--- src/etc_pkg.sv ---
// Constants, modes and carrier types of the event timer/capture unit.
// Assumes an 8-bit register file behind a word-indexed Avalon-MM slave.
package etc_pkg;
  // ==================================================
  // Register indexes
  localparam logic [3:0] OFS_CTRL_A  = 4'h0;
  localparam logic [3:0] OFS_CTRL_B  = 4'h1;
  localparam logic [3:0] OFS_EVENT_CONTROL  = 4'h4;
  localparam logic [3:0] OFS_INTEN   = 4'h5;
  localparam logic [3:0] OFS_FLAGS   = 4'h6;
  localparam logic [3:0] OFS_STATUS  = 4'h7;
  localparam logic [3:0] OFS_DEBUG_CONTROL = 4'h8;
  localparam logic [3:0] OFS_TEMP    = 4'h9;
  localparam logic [3:0] OFS_CNT_L   = 4'ha;
  localparam logic [3:0] OFS_CNT_H   = 4'hb;
  localparam logic [3:0] OFS_CAPTURE_OR_TOP_VALUE_L  = 4'hc;
  localparam logic [3:0] OFS_CAPTURE_OR_TOP_VALUE_H  = 4'hd;
  // ==================================================
  // Field positions and writable masks
  localparam int BIT_ENABLE   = 0;
  localparam int BIT_CLOCK_SOURCE_SELECT   = 1;
  localparam int BIT_FOLLOW   = 4;
  localparam int BIT_STDBY    = 6;
  localparam int BIT_GATE     = 4;
  localparam int BIT_INITLVL  = 5;
  localparam int BIT_EARLY    = 6;
  localparam int BIT_EVIN     = 0;
  localparam int BIT_EDGE     = 4;
  localparam int BIT_FILTER   = 6;
  localparam logic [7:0] MASK_CTRL_A  = 8'h57;
  localparam logic [7:0] MASK_CTRL_B  = 8'h77;
  localparam logic [7:0] MASK_EVENT_CONTROL  = 8'h51;
  localparam logic [7:0] MASK_BIT0    = 8'h01;
  localparam logic [7:0] RESET_BYTE   = 8'h00;
  localparam logic [15:0] RESET_WORD  = 16'h0000;
  // ==================================================
  // Clock sources and filter length
  localparam logic [1:0] CLKSRC_PERIPH = 2'h0;
  localparam logic [1:0] CLKSRC_HALF   = 2'h1;
  localparam logic [1:0] CLKSRC_COMP   = 2'h2;
  localparam int         FILTER_LEN    = 4;
  typedef enum logic [2:0] {
    MODE_PERIODIC = 3'b000, MODE_TIMEOUT = 3'b001,
    MODE_CAPTURE  = 3'b010, MODE_FREQ    = 3'b011,
    MODE_PWIDTH   = 3'b100, MODE_FREQ_PW = 3'b101,
    MODE_SINGLE   = 3'b110, MODE_PWM8    = 3'b111
  } etc_mode_t;
  typedef enum logic [1:0] {
    FPW_WAIT = 2'b00, FPW_HIGH = 2'b01, FPW_LOW = 2'b10, FPW_DONE = 2'b11
  } etc_fpw_t;
  typedef struct packed {
    logic [3:0] addr;
    logic       rd;
    logic       wr;
    logic [7:0] wdata;
  } etc_bus_req_t;
endpackage

--- src/etc_timer.sv ---
// Event timer/capture unit: registers, event front end, counter and output.
// Assumes sleep, debug and companion signals come from logic on i_sys_clk.
//
// Chosen here: the Avalon-MM register port.
`timescale 1ns/1ps
`default_nettype none
// How it works
// - Power-down freezes the counter and mode engine; standby freezes them unless standby run is set.
// - Standby run bit lets the timer work in standby, except with companion clock.
// - With restart follow set, companion restarts clear the counter.
// - Clock source: peripheral, half peripheral, companion tick; value 3 gives no tick.
// - Enable bit starts the timer; cleared, the timer stays idle.
// - Single-shot: early bit raises output at the event, else at counter start.
// - Initial level bit gives the output level outside single-shot and PWM.
// - Output gate bit zero forces the output low.
// - Three-bit mode field selects one of eight counting modes.
// - Filter bit enables a four-sample noise canceller on the event.
// - Periodic and PWM modes ignore all event edges.
// - Time-out check: selected edge starts the counter, the other stops it.
// - Capture mode: selected edge captures the count and sets the flag.
// - Frequency mode: selected edge captures, clears, restarts and flags.
// - Pulse-width: selected edge clears and restarts, opposite edge captures and flags.
// - Combined mode: edge restarts, opposite captures, next edge stops and flags.
// - Single-shot starts on rising edge, or either edge when edge bit set.
// - Events act only while the event input enable bit is set.
// - Flag clears on writing one, or on capture read in capture modes.
// - Every flag set also pulses the event output for one cycle.
// - Sixteen-bit registers go through one shared byte staging latch.
module etc_timer
  import etc_pkg::*;
(
  input  wire logic       i_sys_clk,
  input  wire logic       i_reset_n,
  input  wire logic       i_clk_en,
  input  wire logic [3:0] i_avs_address,
  input  wire logic       i_avs_read,
  input  wire logic       i_avs_write,
  input  wire logic [7:0] i_avs_writedata,
  output logic      [7:0] o_avs_readdata,
  output logic            o_avs_waitrequest,
  input  wire logic       i_sleep_standby,
  input  wire logic       i_sleep_powerdown,
  input  wire logic       i_debug_halt,
  input  wire logic       i_event,
  input  wire logic       i_comp_tick,
  input  wire logic       i_comp_restart,
  output logic            o_wave,
  output logic            o_event_strobe
);
  // ==================================================
  // Reset release
  logic rst_s1_r, rst_n;
  always_ff @(posedge i_sys_clk or negedge i_reset_n) begin
    if (!i_reset_n) begin
      rst_s1_r <= 1'b0;
      rst_n    <= 1'b0;
    end else begin
      rst_s1_r <= 1'b1;
      rst_n    <= rst_s1_r;
    end
  end

  function automatic logic is_capture_flag(input etc_mode_t m);
    return m inside {MODE_CAPTURE, MODE_FREQ, MODE_PWIDTH, MODE_FREQ_PW};
  endfunction

  // ==================================================
  // Registers
  logic [7:0]  ctrl_a_r, ctrl_b_r, event_control_r, inten_r, dbg_r, temp_r, rdata_r;
  logic [15:0] cnt_r, capture_or_top_value_r;
  logic        flag_r, run_r, pend_r, ss_r, ack_r, half_r, wave_r, strobe_r;
  etc_fpw_t    phase_r;
  etc_bus_req_t req;
  etc_mode_t   mode;
  logic        do_wr, rd_take, flag_clr, wr_cnt, wr_capture_or_top_value;
  logic [7:0]  rd_mux;

  assign req = '{addr: i_avs_address, rd: i_avs_read, wr: i_avs_write, wdata: i_avs_writedata};
  assign mode = etc_mode_t'(ctrl_b_r[2:0]);
  // First cycle stalls, second completes: readdata is then a flop
  assign o_avs_waitrequest = (req.rd | req.wr) & ~ack_r;
  assign do_wr   = req.wr & ack_r;
  assign rd_take = req.rd & ~ack_r;
  assign wr_cnt  = do_wr && req.addr == OFS_CNT_H;
  assign wr_capture_or_top_value = do_wr && req.addr == OFS_CAPTURE_OR_TOP_VALUE_H;

  always_comb begin
    if (req.addr == OFS_CTRL_A) rd_mux = ctrl_a_r;
    else if (req.addr == OFS_CTRL_B) rd_mux = ctrl_b_r;
    else if (req.addr == OFS_EVENT_CONTROL) rd_mux = event_control_r;
    else if (req.addr == OFS_INTEN) rd_mux = inten_r;
    else if (req.addr == OFS_FLAGS) rd_mux = {7'h00, flag_r};
    else if (req.addr == OFS_STATUS) rd_mux = {7'h00, run_r};
    else if (req.addr == OFS_DEBUG_CONTROL) rd_mux = dbg_r;
    else if (req.addr == OFS_TEMP || req.addr == OFS_CNT_H || req.addr == OFS_CAPTURE_OR_TOP_VALUE_H) rd_mux = temp_r;
    else if (req.addr == OFS_CNT_L) rd_mux = cnt_r[7:0];
    else if (req.addr == OFS_CAPTURE_OR_TOP_VALUE_L) rd_mux = capture_or_top_value_r[7:0];
    else rd_mux = 8'h00;
  end

  always_ff @(posedge i_sys_clk or negedge rst_n) begin
    if (!rst_n) begin
      ack_r   <= 1'b0;
      rdata_r <= RESET_BYTE;
    end else if (i_clk_en) begin
      ack_r <= (req.rd | req.wr) & ~ack_r;
      if (rd_take) begin
        rdata_r <= rd_mux;
      end
    end
  end
  assign o_avs_readdata = rdata_r;

  always_ff @(posedge i_sys_clk or negedge rst_n) begin
    if (!rst_n) begin
      ctrl_a_r <= RESET_BYTE;
      ctrl_b_r <= RESET_BYTE;
      event_control_r <= RESET_BYTE;
      inten_r  <= RESET_BYTE;
      dbg_r    <= RESET_BYTE;
    end else if (i_clk_en && do_wr) begin
      if (req.addr == OFS_CTRL_A) ctrl_a_r <= req.wdata & MASK_CTRL_A;
      else if (req.addr == OFS_CTRL_B) ctrl_b_r <= req.wdata & MASK_CTRL_B;
      else if (req.addr == OFS_EVENT_CONTROL) event_control_r <= req.wdata & MASK_EVENT_CONTROL;
      else if (req.addr == OFS_INTEN) inten_r <= req.wdata & MASK_BIT0;
      else if (req.addr == OFS_DEBUG_CONTROL) dbg_r <= req.wdata & MASK_BIT0;
    end
  end

  // Staging latch: low byte first on both read and write
  always_ff @(posedge i_sys_clk or negedge rst_n) begin
    if (!rst_n) begin
      temp_r <= RESET_BYTE;
    end else if (i_clk_en) begin
      if (rd_take && req.addr == OFS_CNT_L) temp_r <= cnt_r[15:8];
      else if (rd_take && req.addr == OFS_CAPTURE_OR_TOP_VALUE_L) temp_r <= capture_or_top_value_r[15:8];
      else if (do_wr && (req.addr inside {OFS_TEMP, OFS_CNT_L, OFS_CAPTURE_OR_TOP_VALUE_L})) temp_r <= req.wdata;
    end
  end

  // ==================================================
  // Run gating and clock source
  logic active, tick;
  assign active = ctrl_a_r[BIT_ENABLE] & ~i_sleep_powerdown
                & ~(i_sleep_standby & ~(ctrl_a_r[BIT_STDBY]
                    & ctrl_a_r[BIT_CLOCK_SOURCE_SELECT+:2] != CLKSRC_COMP))
                & ~(i_debug_halt & ~dbg_r[0]);
  always_comb begin
    case (ctrl_a_r[BIT_CLOCK_SOURCE_SELECT+:2])
      CLKSRC_PERIPH: tick = 1'b1;
      CLKSRC_HALF:   tick = half_r;
      CLKSRC_COMP:   tick = i_comp_tick;
      default:       tick = 1'b0;
    endcase
  end

  // ==================================================
  // Event front end
  logic ev_s1_r, ev_s2_r, filt_r, ev_prev_r, ev_now, ev_pos, ev_neg, ev_ok, st, op;
  logic [FILTER_LEN-1:0] hist_r;
  always_ff @(posedge i_sys_clk or negedge rst_n) begin
    if (!rst_n) begin
      ev_s1_r   <= 1'b0;
      ev_s2_r   <= 1'b0;
      hist_r    <= '0;
      filt_r    <= 1'b0;
      ev_prev_r <= 1'b0;
      half_r    <= 1'b0;
    end else if (i_clk_en) begin
      ev_s1_r <= i_event;
      ev_s2_r <= ev_s1_r;
      hist_r  <= {hist_r[FILTER_LEN-2:0], ev_s2_r};
      if (&hist_r || ~|hist_r) begin
        filt_r <= hist_r[0];
      end
      ev_prev_r <= ev_now;
      half_r    <= ~half_r;
    end
  end
  assign ev_now = event_control_r[BIT_FILTER] ? filt_r : ev_s2_r;
  assign ev_pos = ev_now & ~ev_prev_r;
  assign ev_neg = ~ev_now & ev_prev_r;
  assign ev_ok  = event_control_r[BIT_EVIN] & active;
  assign st = ev_ok & (event_control_r[BIT_EDGE] ? ev_neg : ev_pos);
  assign op = ev_ok & (event_control_r[BIT_EDGE] ? ev_pos : ev_neg);

  // ==================================================
  // Mode engine
  logic [15:0] cnt_nxt, top;
  logic        run_nxt, pend_nxt, cap, fset, clr, early;
  etc_fpw_t    phase_nxt;
  assign top = (mode == MODE_PWM8) ? {8'h00, capture_or_top_value_r[7:0]} : capture_or_top_value_r;
  always_comb begin
    cnt_nxt   = cnt_r;
    run_nxt   = run_r;
    phase_nxt = phase_r;
    pend_nxt  = 1'b0;
    cap = 1'b0;
    fset = 1'b0;
    clr = 1'b0;
    early = 1'b0;
    if (!ctrl_a_r[BIT_ENABLE]) begin
      run_nxt   = 1'b0;
      phase_nxt = FPW_WAIT;
    end else if (active) begin
      case (mode)
        MODE_TIMEOUT: begin
          if (st) run_nxt = 1'b1;
          else if (op) run_nxt = 1'b0;
        end
        MODE_CAPTURE: begin
          run_nxt = 1'b1;
          cap  = st;
          fset = st;
        end
        MODE_FREQ: begin
          run_nxt = 1'b1;
          cap  = st;
          fset = st;
          clr  = st;
        end
        MODE_PWIDTH: begin
          run_nxt = 1'b1;
          clr  = st;
          cap  = op;
          fset = op;
        end
        MODE_FREQ_PW: begin
          case (phase_r)
            FPW_WAIT: if (st) begin
              clr = 1'b1;
              run_nxt = 1'b1;
              phase_nxt = FPW_HIGH;
            end
            FPW_HIGH: if (op) begin
              cap = 1'b1;
              phase_nxt = FPW_LOW;
            end
            FPW_LOW: if (st) begin
              run_nxt = 1'b0;
              fset = 1'b1;
              phase_nxt = FPW_DONE;
            end
            default: if (!flag_r) begin
              phase_nxt = FPW_WAIT;
            end
          endcase
        end
        MODE_SINGLE: begin
          if (!run_r && !pend_r && ev_ok && (ev_pos || (event_control_r[BIT_EDGE] && ev_neg))) begin
            pend_nxt = 1'b1;
            early    = ctrl_b_r[BIT_EARLY];
          end
          if (pend_r) begin
            run_nxt = 1'b1;
            clr     = 1'b1;
          end
        end
        default: run_nxt = 1'b1;
      endcase
      if (clr) cnt_nxt = RESET_WORD;
      else if (run_r && tick) begin
        if (is_capture_flag(mode) || cnt_r != top) begin
          cnt_nxt = cnt_r + 16'h0001;
        end else begin
          fset    = 1'b1;
          cnt_nxt = RESET_WORD;
          if (mode == MODE_SINGLE) begin
            run_nxt = 1'b0;
            cnt_nxt = cnt_r;
          end
        end
      end
      if (ctrl_a_r[BIT_FOLLOW] && i_comp_restart) cnt_nxt = RESET_WORD;
    end
  end

  // Software write wins over the engine
  always_ff @(posedge i_sys_clk or negedge rst_n) begin
    if (!rst_n) begin
      cnt_r   <= RESET_WORD;
      capture_or_top_value_r  <= RESET_WORD;
      run_r   <= 1'b0;
      pend_r  <= 1'b0;
      phase_r <= FPW_WAIT;
    end else if (i_clk_en) begin
      cnt_r   <= wr_cnt ? {req.wdata, temp_r} : cnt_nxt;
      capture_or_top_value_r  <= wr_capture_or_top_value ? {req.wdata, temp_r} : (cap ? cnt_r : capture_or_top_value_r);
      run_r   <= run_nxt;
      pend_r  <= pend_nxt;
      phase_r <= phase_nxt;
    end
  end

  // Set wins over clear
  assign flag_clr = (do_wr && req.addr == OFS_FLAGS && req.wdata[0])
                  || (rd_take && req.addr == OFS_CAPTURE_OR_TOP_VALUE_L && is_capture_flag(mode));
  always_ff @(posedge i_sys_clk or negedge rst_n) begin
    if (!rst_n) begin
      flag_r   <= 1'b0;
      strobe_r <= 1'b0;
    end else if (i_clk_en) begin
      flag_r   <= fset | (flag_r & ~flag_clr);
      strobe_r <= fset;
    end
  end
  assign o_event_strobe = strobe_r;

  // ==================================================
  // Output
  logic wave_val;
  always_ff @(posedge i_sys_clk or negedge rst_n) begin
    if (!rst_n) begin
      ss_r <= 1'b0;
    end else if (i_clk_en) begin
      if (early || pend_r) ss_r <= 1'b1;
      else if (!run_nxt) ss_r <= 1'b0;
    end
  end
  always_comb begin
    case (mode)
      MODE_SINGLE: wave_val = ss_r;
      MODE_PWM8:   wave_val = ctrl_a_r[BIT_ENABLE] && cnt_r[7:0] < capture_or_top_value_r[15:8];
      default:     wave_val = ctrl_b_r[BIT_INITLVL];
    endcase
  end
  always_ff @(posedge i_sys_clk or negedge rst_n) begin
    if (!rst_n) begin
      wave_r <= 1'b0;
    end else if (i_clk_en) begin
      wave_r <= ctrl_b_r[BIT_GATE] & wave_val;
    end
  end
  assign o_wave = wave_r;
endmodule
`default_nettype wire

--- config.mk ---
export PLATFORM = sky130hd
export DESIGN_NAME = etc_timer
export DESIGN_NICKNAME = d
export VERILOG_FILES = /design/src/etc_pkg.sv /design/src/etc_timer.sv
export SDC_FILE = /design/constraint.sdc
export NUM_CORES = 1
export LEC_CHECK = 0
export ABC_AREA = 1
export BUFFER_PORTS_ARGS = -buffer_cell sky130_fd_sc_hd__buf_4
export CAP_MARGIN = 20
export CORE_ASPECT_RATIO = 0.5
export CORE_MARGIN = 2
export CORE_UTILIZATION = 40
export DETAILED_ROUTE_END_ITERATION = 8
export PLACE_DENSITY = 0.57
export SYNTH_ARGS = -nofsm -noshare
export SYNTH_HDL_FRONTEND = slang
export SYNTH_SLANG_ARGS = --single-unit
--- constraint.sdc ---
create_clock -name i_sys_clk -period 2.6 [get_ports i_sys_clk]
set_input_delay 0.26 -clock i_sys_clk [delete_from_list [all_inputs] [get_ports i_sys_clk]]
set_output_delay 0.26 -clock i_sys_clk [all_outputs]
set_load 0.1 [all_outputs]
# ---- Word level (Yosys, flattened, before mapping)
# Cells that the tools add are included.
dict set report op_classes {
  add_sub_neg 1
  n_mul 0
  div 0
  magnitude_cmp 1
  eq_ne 32
  shifts 0
  n_mux 78
  bitwise_logic 32
  reduce_logical 52
}
# operator count
set op_table {}
lappend op_table {{$mux W16} 11}
lappend op_table {{$mux W8} 13}
lappend op_table {{$mux W1} 39}
lappend op_table {{$eq A4 B4 Y1 const B} 6}
lappend op_table {{$add A16 B1 Y16 const B} 1}
lappend op_table {{$and A1 B1 Y1} 16}
lappend op_table {{$eq A4 B3 Y1 const B} 4}
lappend op_table {{$logic_and A1 B1 Y1} 16}
lappend op_table {{$ne A16 B16 Y1} 1}
lappend op_table {{$pmux W1 S3} 5}
lappend op_table {{$mux W2} 7}
lappend op_table {{$not A1 Y1} 14}
lappend op_table {{$eq A3 B3 Y1 const B} 4}
lappend op_table {{$reduce_and A2 Y1} 6}
lappend op_table {{$reduce_and A5 Y1} 2}
lappend op_table {{$ne A3 B3 Y1 const B} 3}
lappend op_table {{$lt A8 B8 Y1} 1}
lappend op_table {{$reduce_and A4 Y1} 2}
lappend op_table {{$reduce_bool A4 Y1} 2}
lappend op_table {{$logic_or A1 B1 Y1} 7}
lappend op_table {{$reduce_and A7 Y1} 1}
lappend op_table {{$eq A3 B2 Y1 const B} 2}
lappend op_table {{$ne A2 B1 Y1 const B} 3}
lappend op_table {{$pmux W2 S3} 1}
lappend op_table {{18 further kinds} 29}
dict set report word_totals {
  register_bits 84
  latch_bits 0
  ram_bits 0
  rom_bits 0
  output_inout_bits 11
  elab_cells 221
  n_memories 0
}

# ---- Longest topological paths before layout
dict set report depth {
  depth_word 20
  ltp_mapped 17
  depth_no_buf 16
}

# ---- Worst setup path before layout
# Ideal clock, no wire load.
dict set report synth_path {
  path_type {register to register}
  from {reg ack_r}
  to {reg ack_r}
  setup_time_ns 0.071
  arrival_ns 1.879
  t_required_ns 2.529
  setup_slack_ns 0.650
  path_stages_with_launch 4
  period_less_slack_ns 1.950
  cell_sequence {dfrtp_1 nor2_1 nand2_1 nand2_1}
}
dict set report synth_between {
  elab_chain_cells 2
}
# item line_no
set synth_rtl {}
lappend synth_rtl {{start, declared} etc_timer.sv:71} ;# logic flag_r, run_r, pend_r, ss_r, ack_r, half_r, wave_r, strobe_r;
lappend synth_rtl {{start signal, assigned} etc_timer.sv:106} ;# ack_r <= (req.rd | req.wr) & ~ack_r;
lappend synth_rtl {{$not A1 Y1} --}
lappend synth_rtl {{$and A1 B1 Y1} --}
lappend synth_rtl {{named net o_avs_waitrequest} etc_timer.sv:40} ;# output logic o_avs_waitrequest,
# The timed path passes the listed nets, and every way through them passes these cells.
# A chain may end at the register's enable or synchronous reset.

# ---- Final worst setup path
dict set report layout_path {
  from {reg ctrl_b_r[2]}
  to {reg cnt_r[15]}
}
dict set report layout_between {
  elab_chain_cells 11
  elab_cells_between_ends 24
  cone_classes {eq/ne: 8; mux: 11; reduce/logical: 5}
}
# item line_no
set layout_rtl {}
lappend layout_rtl {{start, declared} etc_timer.sv:69} ;# logic [7:0] ctrl_a_r, ctrl_b_r, event_control_r, inten_r, dbg_r, temp_r, rdata_r;
lappend layout_rtl {{start signal, assigned} etc_timer.sv:123} ;# else if (req.addr == OFS_CTRL_B) ctrl_b_r <= req.wdata & MASK_CTRL_B;
lappend layout_rtl {{$eq A3 B3 Y1} etc_timer.sv:192} ;# assign top = (mode == MODE_PWM8) ? {8'h00, capture_or_top_value_r[7:0]} : capture_or_top_value_r;
lappend layout_rtl {{$mux W16} etc_timer.sv:192}
lappend layout_rtl {{$ne A16 B16 Y1} etc_timer.sv:263} ;# if (is_capture_flag(mode) || cnt_r != top) begin
lappend layout_rtl {{$logic_or A1 B1 Y1} etc_timer.sv:263}
lappend layout_rtl {{$mux W16} etc_timer.sv:263}
lappend layout_rtl {{$mux W16} etc_timer.sv:262} ;# else if (run_r && tick) begin
lappend layout_rtl {{$mux W16} etc_timer.sv:261} ;# if (clr) cnt_nxt = RESET_WORD;
lappend layout_rtl {{$mux W16} etc_timer.sv:274} ;# if (ctrl_a_r[BIT_FOLLOW] && i_comp_restart) cnt_nxt = RESET_WORD;
lappend layout_rtl {{$mux W16} etc_timer.sv:205} ;# end else if (active) begin
lappend layout_rtl {{$mux W16} etc_timer.sv:202} ;# if (!ctrl_a_r[BIT_ENABLE]) begin
lappend layout_rtl {{$mux W16} etc_timer.sv:287} ;# cnt_r <= wr_cnt ? {req.wdata, temp_r} : cnt_nxt;
lappend layout_rtl {{end signal, assigned} etc_timer.sv:287}
lappend layout_rtl {{end, declared} etc_timer.sv:70} ;# logic [15:0] cnt_r, capture_or_top_value_r;
# Several ways; a longest one is shown, not always the timed one. The select of a mux whose other input is x is not followed.

==> flow_metrics.tcl <==
set metrics [dict create \
    power.share.switching_pct 34.4 \
    cts_resized 0 \
    clkTransAtPathRegs_ps 70 \
    htree_levels 3 \
    p_seq_share_pct 42.1 \
    status "complete, no violations" \
    skew_ps 10.6 \
    fin_nets 824 \
    area_delta_synth_final_pct 15.5 \
    seqCellArea_mm2 0.00211 \
    hold_viol 0 \
    yosys_warnings 0 \
    hold_path.class "primary input to flop" \
    ys_types 38 \
    mostFrequentLayoutCells "236 x nand2_1, 98 x o21ai_0, 83 x dfrtp_1, 79 x inv_1, 58 x nor2_1" \
    grt_start_max_net_pins 44 \
    grt_pass1_wl_um 27200 \
    synthTopCellsByArea "dfrtp_1 40%, nand2_1 17%, o21ai_0 9.3%" \
    post-route-drc-count 0 \
    max-slew-margin-rel_pct 59.5 \
    crit_required_ps 2840 \
    dr_total_vias 5207 \
    max-vdd-ir-drop_v 0.000286 \
    period_minus_slack_ps 2320 \
    synth_top_area_cell "dfrtp_1" \
    cap_viol_max_count 0 \
    yosysSeqAreaShare_pct 39.8 \
    syn_area_mm2 0.00528 \
    setup_viol 0 \
    max-clock-path-buffers 2 \
    comb_power_share_pct 20.2 \
    cts_tree "done" \
    n_fill_cell 1327 \
    fin_crit_sh_pct 89.1 \
    clkPwrFrac_pct 37.7 \
    syn_nets 788 \
    syn-mean-instance-area_um2 7.00 \
    initial_core_util_pct 41.3 \
    fin_tns_setup_ps 0 \
    synthArstFlopShare_pct 100 \
    syn_inst 754 \
    tightest_slew_ps 604 \
    worstSetupPathType "flop to flop" \
    dieArea_mm2 0.0142 \
    grt_usage_pct 24.9 \
    p_leak_nw 2.93 \
    start_kind "flop" \
    gp_congestion 0.932 \
    drv_slew 0 \
    synth-edff-count 0 \
    diodes 0 \
    ios 34 \
    clock_sinks 84 \
    drive_gt1_share_pct 10.4 \
    clockRootBuffer "clkbuf_16" \
    synth_top_area_share_pct 39.8 \
    multi_input_area_mm2 0.00274 \
    place.port_buffers 33 \
    hpwl_um 12400 \
    ant_nets 0 \
    antenna_found_initial 0 \
    via_per_inst 5.40 \
    wirelength_um 17000 \
    ys_ff_latch 84 \
    synth_ff_type "dfrtp_1" \
    first_iter_violations 475 \
    layout_commonest_cell "nand2_1" \
    p_per_area_mw_per_mm2 635 \
    drt-wirelength-per-cell_um 17.6 \
    p_sw_w 0.00133 \
    grt-ovfl-total 0 \
    crit_path_end_kind "flop" \
    placed_cells_incl_taps 948 \
    final_core_utilization_pct 47.7 \
    grt_setup_unrepaired "false" \
    critPathMaxFanout 17 \
    clock_latency_ps 350 \
    p_int_w 0.00254 \
    die_h_um 85.2 \
    cts_buffers 9 \
    first_pass_iters 5 \
    max_freq_ghz 0.432 \
    die_w_um 166 \
    cp.arrival_ps 2550 \
    row_count 29 \
    grt_pass1_vias 4800 \
    layout.cells.non_filler 965 \
    core_mm2 0.0128 \
]
==> cell usage after synthesis, types with 4 or more instances <==
library cell / count
nand4_1: 15
buf_2: 6
nand3_1: 52
a21oi_1: 23
nor3_1: 8
xor2_1: 9
inv_1: 79
nand2_1: 236
nand3_2: 4
a31oi_1: 6
clkbuf_1: 16
a221oi_1: 5
xnor2_1: 4
o21ai_0: 98
nor2_1: 58
o22ai_1: 9
ha_1: 11
dfrtp_1: 84
==> cell families (layout without fill, tap and decap cells) <==
group | Yosys count | count (layout) | synth area share, %
buffers and inverters | 107 | 148 | 8.23
and+or+nand+nor | 383 | 383 | 30.9
adders and majority gates | 11 | 11 | 2.61
xor gates and xnor gates | 14 | 14 | 2.47
muxes | 1 | 1 | 0.190
DFF | 84 | 84 | 39.8
other | 1 | 1 | 0.0711
AOI/OAI and AO/OA | 153 | 153 | 15.7
==> final cells by class <==
cell class | count | share of cell area (%)
multi-input combinational | 563 | 45.0
sequential | 84 | 34.6
timing repair buffer | 52 | 6.65
inverter | 80 | 4.93
clock buffer | 9 | 3.70
tap | 170 | 3.49
clock inverter | 7 | 1.70
==> sequential cells by signal (all words and copies together) (netlist names), 2 cells and up <==
register and flops:
capture_or_top_value_r 16, cnt_r 16, o_avs_readdata 8, temp_r 8
ctrl_b_r 6, ctrl_a_r 5, hist_r 4, event_control_r 3
phase_r 2
==> final timing paths <==
| check | startpoint | endpoint | slack (ps) | cells past startpoint |
|---|---|---|---|---|
| max | ctrl_b_r[2]$_DFFE_PN0P_ | cnt_r[15]$_DFFE_PN0P_ | 280 | 15 |
| min | i_event | ev_s1_r$_DFFE_PN0P_ | 110 | 3 |
| max reg2reg | ctrl_b_r[2]$_DFFE_PN0P_ | cnt_r[15]$_DFFE_PN0P_ | 280 | 15 |
| min reg2reg | rst_n$_DFF_PN0_ | cnt_r[12]$_DFFE_PN0P_ | 340 | 0 |
| max in group asynchronous | rst_n$_DFF_PN0_ | ctrl_a_r[2]$_DFFE_PN0P_ | 1620 | 1 |
| min in group asynchronous | i_reset_n | rst_n$_DFF_PN0_ | 210 | 2 |
==> per-layer routing <==
metal  track usage (%)  wire (µm)  share of wire [%]  vias to the layer above
met5                 0          0                  0                        -
met3              4.99       1300                7.6                       13
met4              4.94        159               0.94                        0
li1                  -          -                  -                     2543
met2              36.3       7090                 42                      176
met1              38.2       8420                 50                     2475
==> power groups by stage <==
| stage | Combinational (W) | Clock [W] | Sequential [W] |
|---|---|---|---|
| 6_report | 0.000780 | 0.00146 | 0.00163 |
| 5_1_grt | 0.000849 | 0.00155 | 0.00165 |
| 4_1_cts | 0.000776 | 0.00149 | 0.00163 |
| 3_5_place_dp | 0.000773 | 0 | 0.00165 |
| 3_3_place_gp | 0.000775 | 0 | 0.00165 |
| 2_1_floorplan | 0.000384 | 0 | 0.00176 |
==> worst max-delay path: stages (launching register included) <==
cell,delay (ps)
dfrtp_1,510
inv_1,130
nand2_1,70
nand2_1,130
nor2_1,130
nand3_1,90
nor2_1,120
nand3_2,110
nor2_4,140
nand2_1,60
nand2_1,70
nand2_2,70
nand2_4,210
nand2_4,180
nand2_1,110
nand2_1,50
==> through the flow <==
stage                     cell area (µm²)  hold slack, ps  total power, W  setup WS, ps
after floorplan                      5280           -35.6         0.00214          87.2
after global placement               5750            44.9         0.00242           392
after detailed placement             5750            44.0         0.00242           355
after CTS                            6090             103         0.00389           347
after global routing                 6090             136         0.00404          51.5
final                                6090             112         0.00387           283
==> repair_timing <==
item                                   in CTS  in global routing
hold buffers                                1                  0
buffers inserted                            0                  0
endpoints found under the hold margin       2                  0
Power figures use the tool's default switching activity.
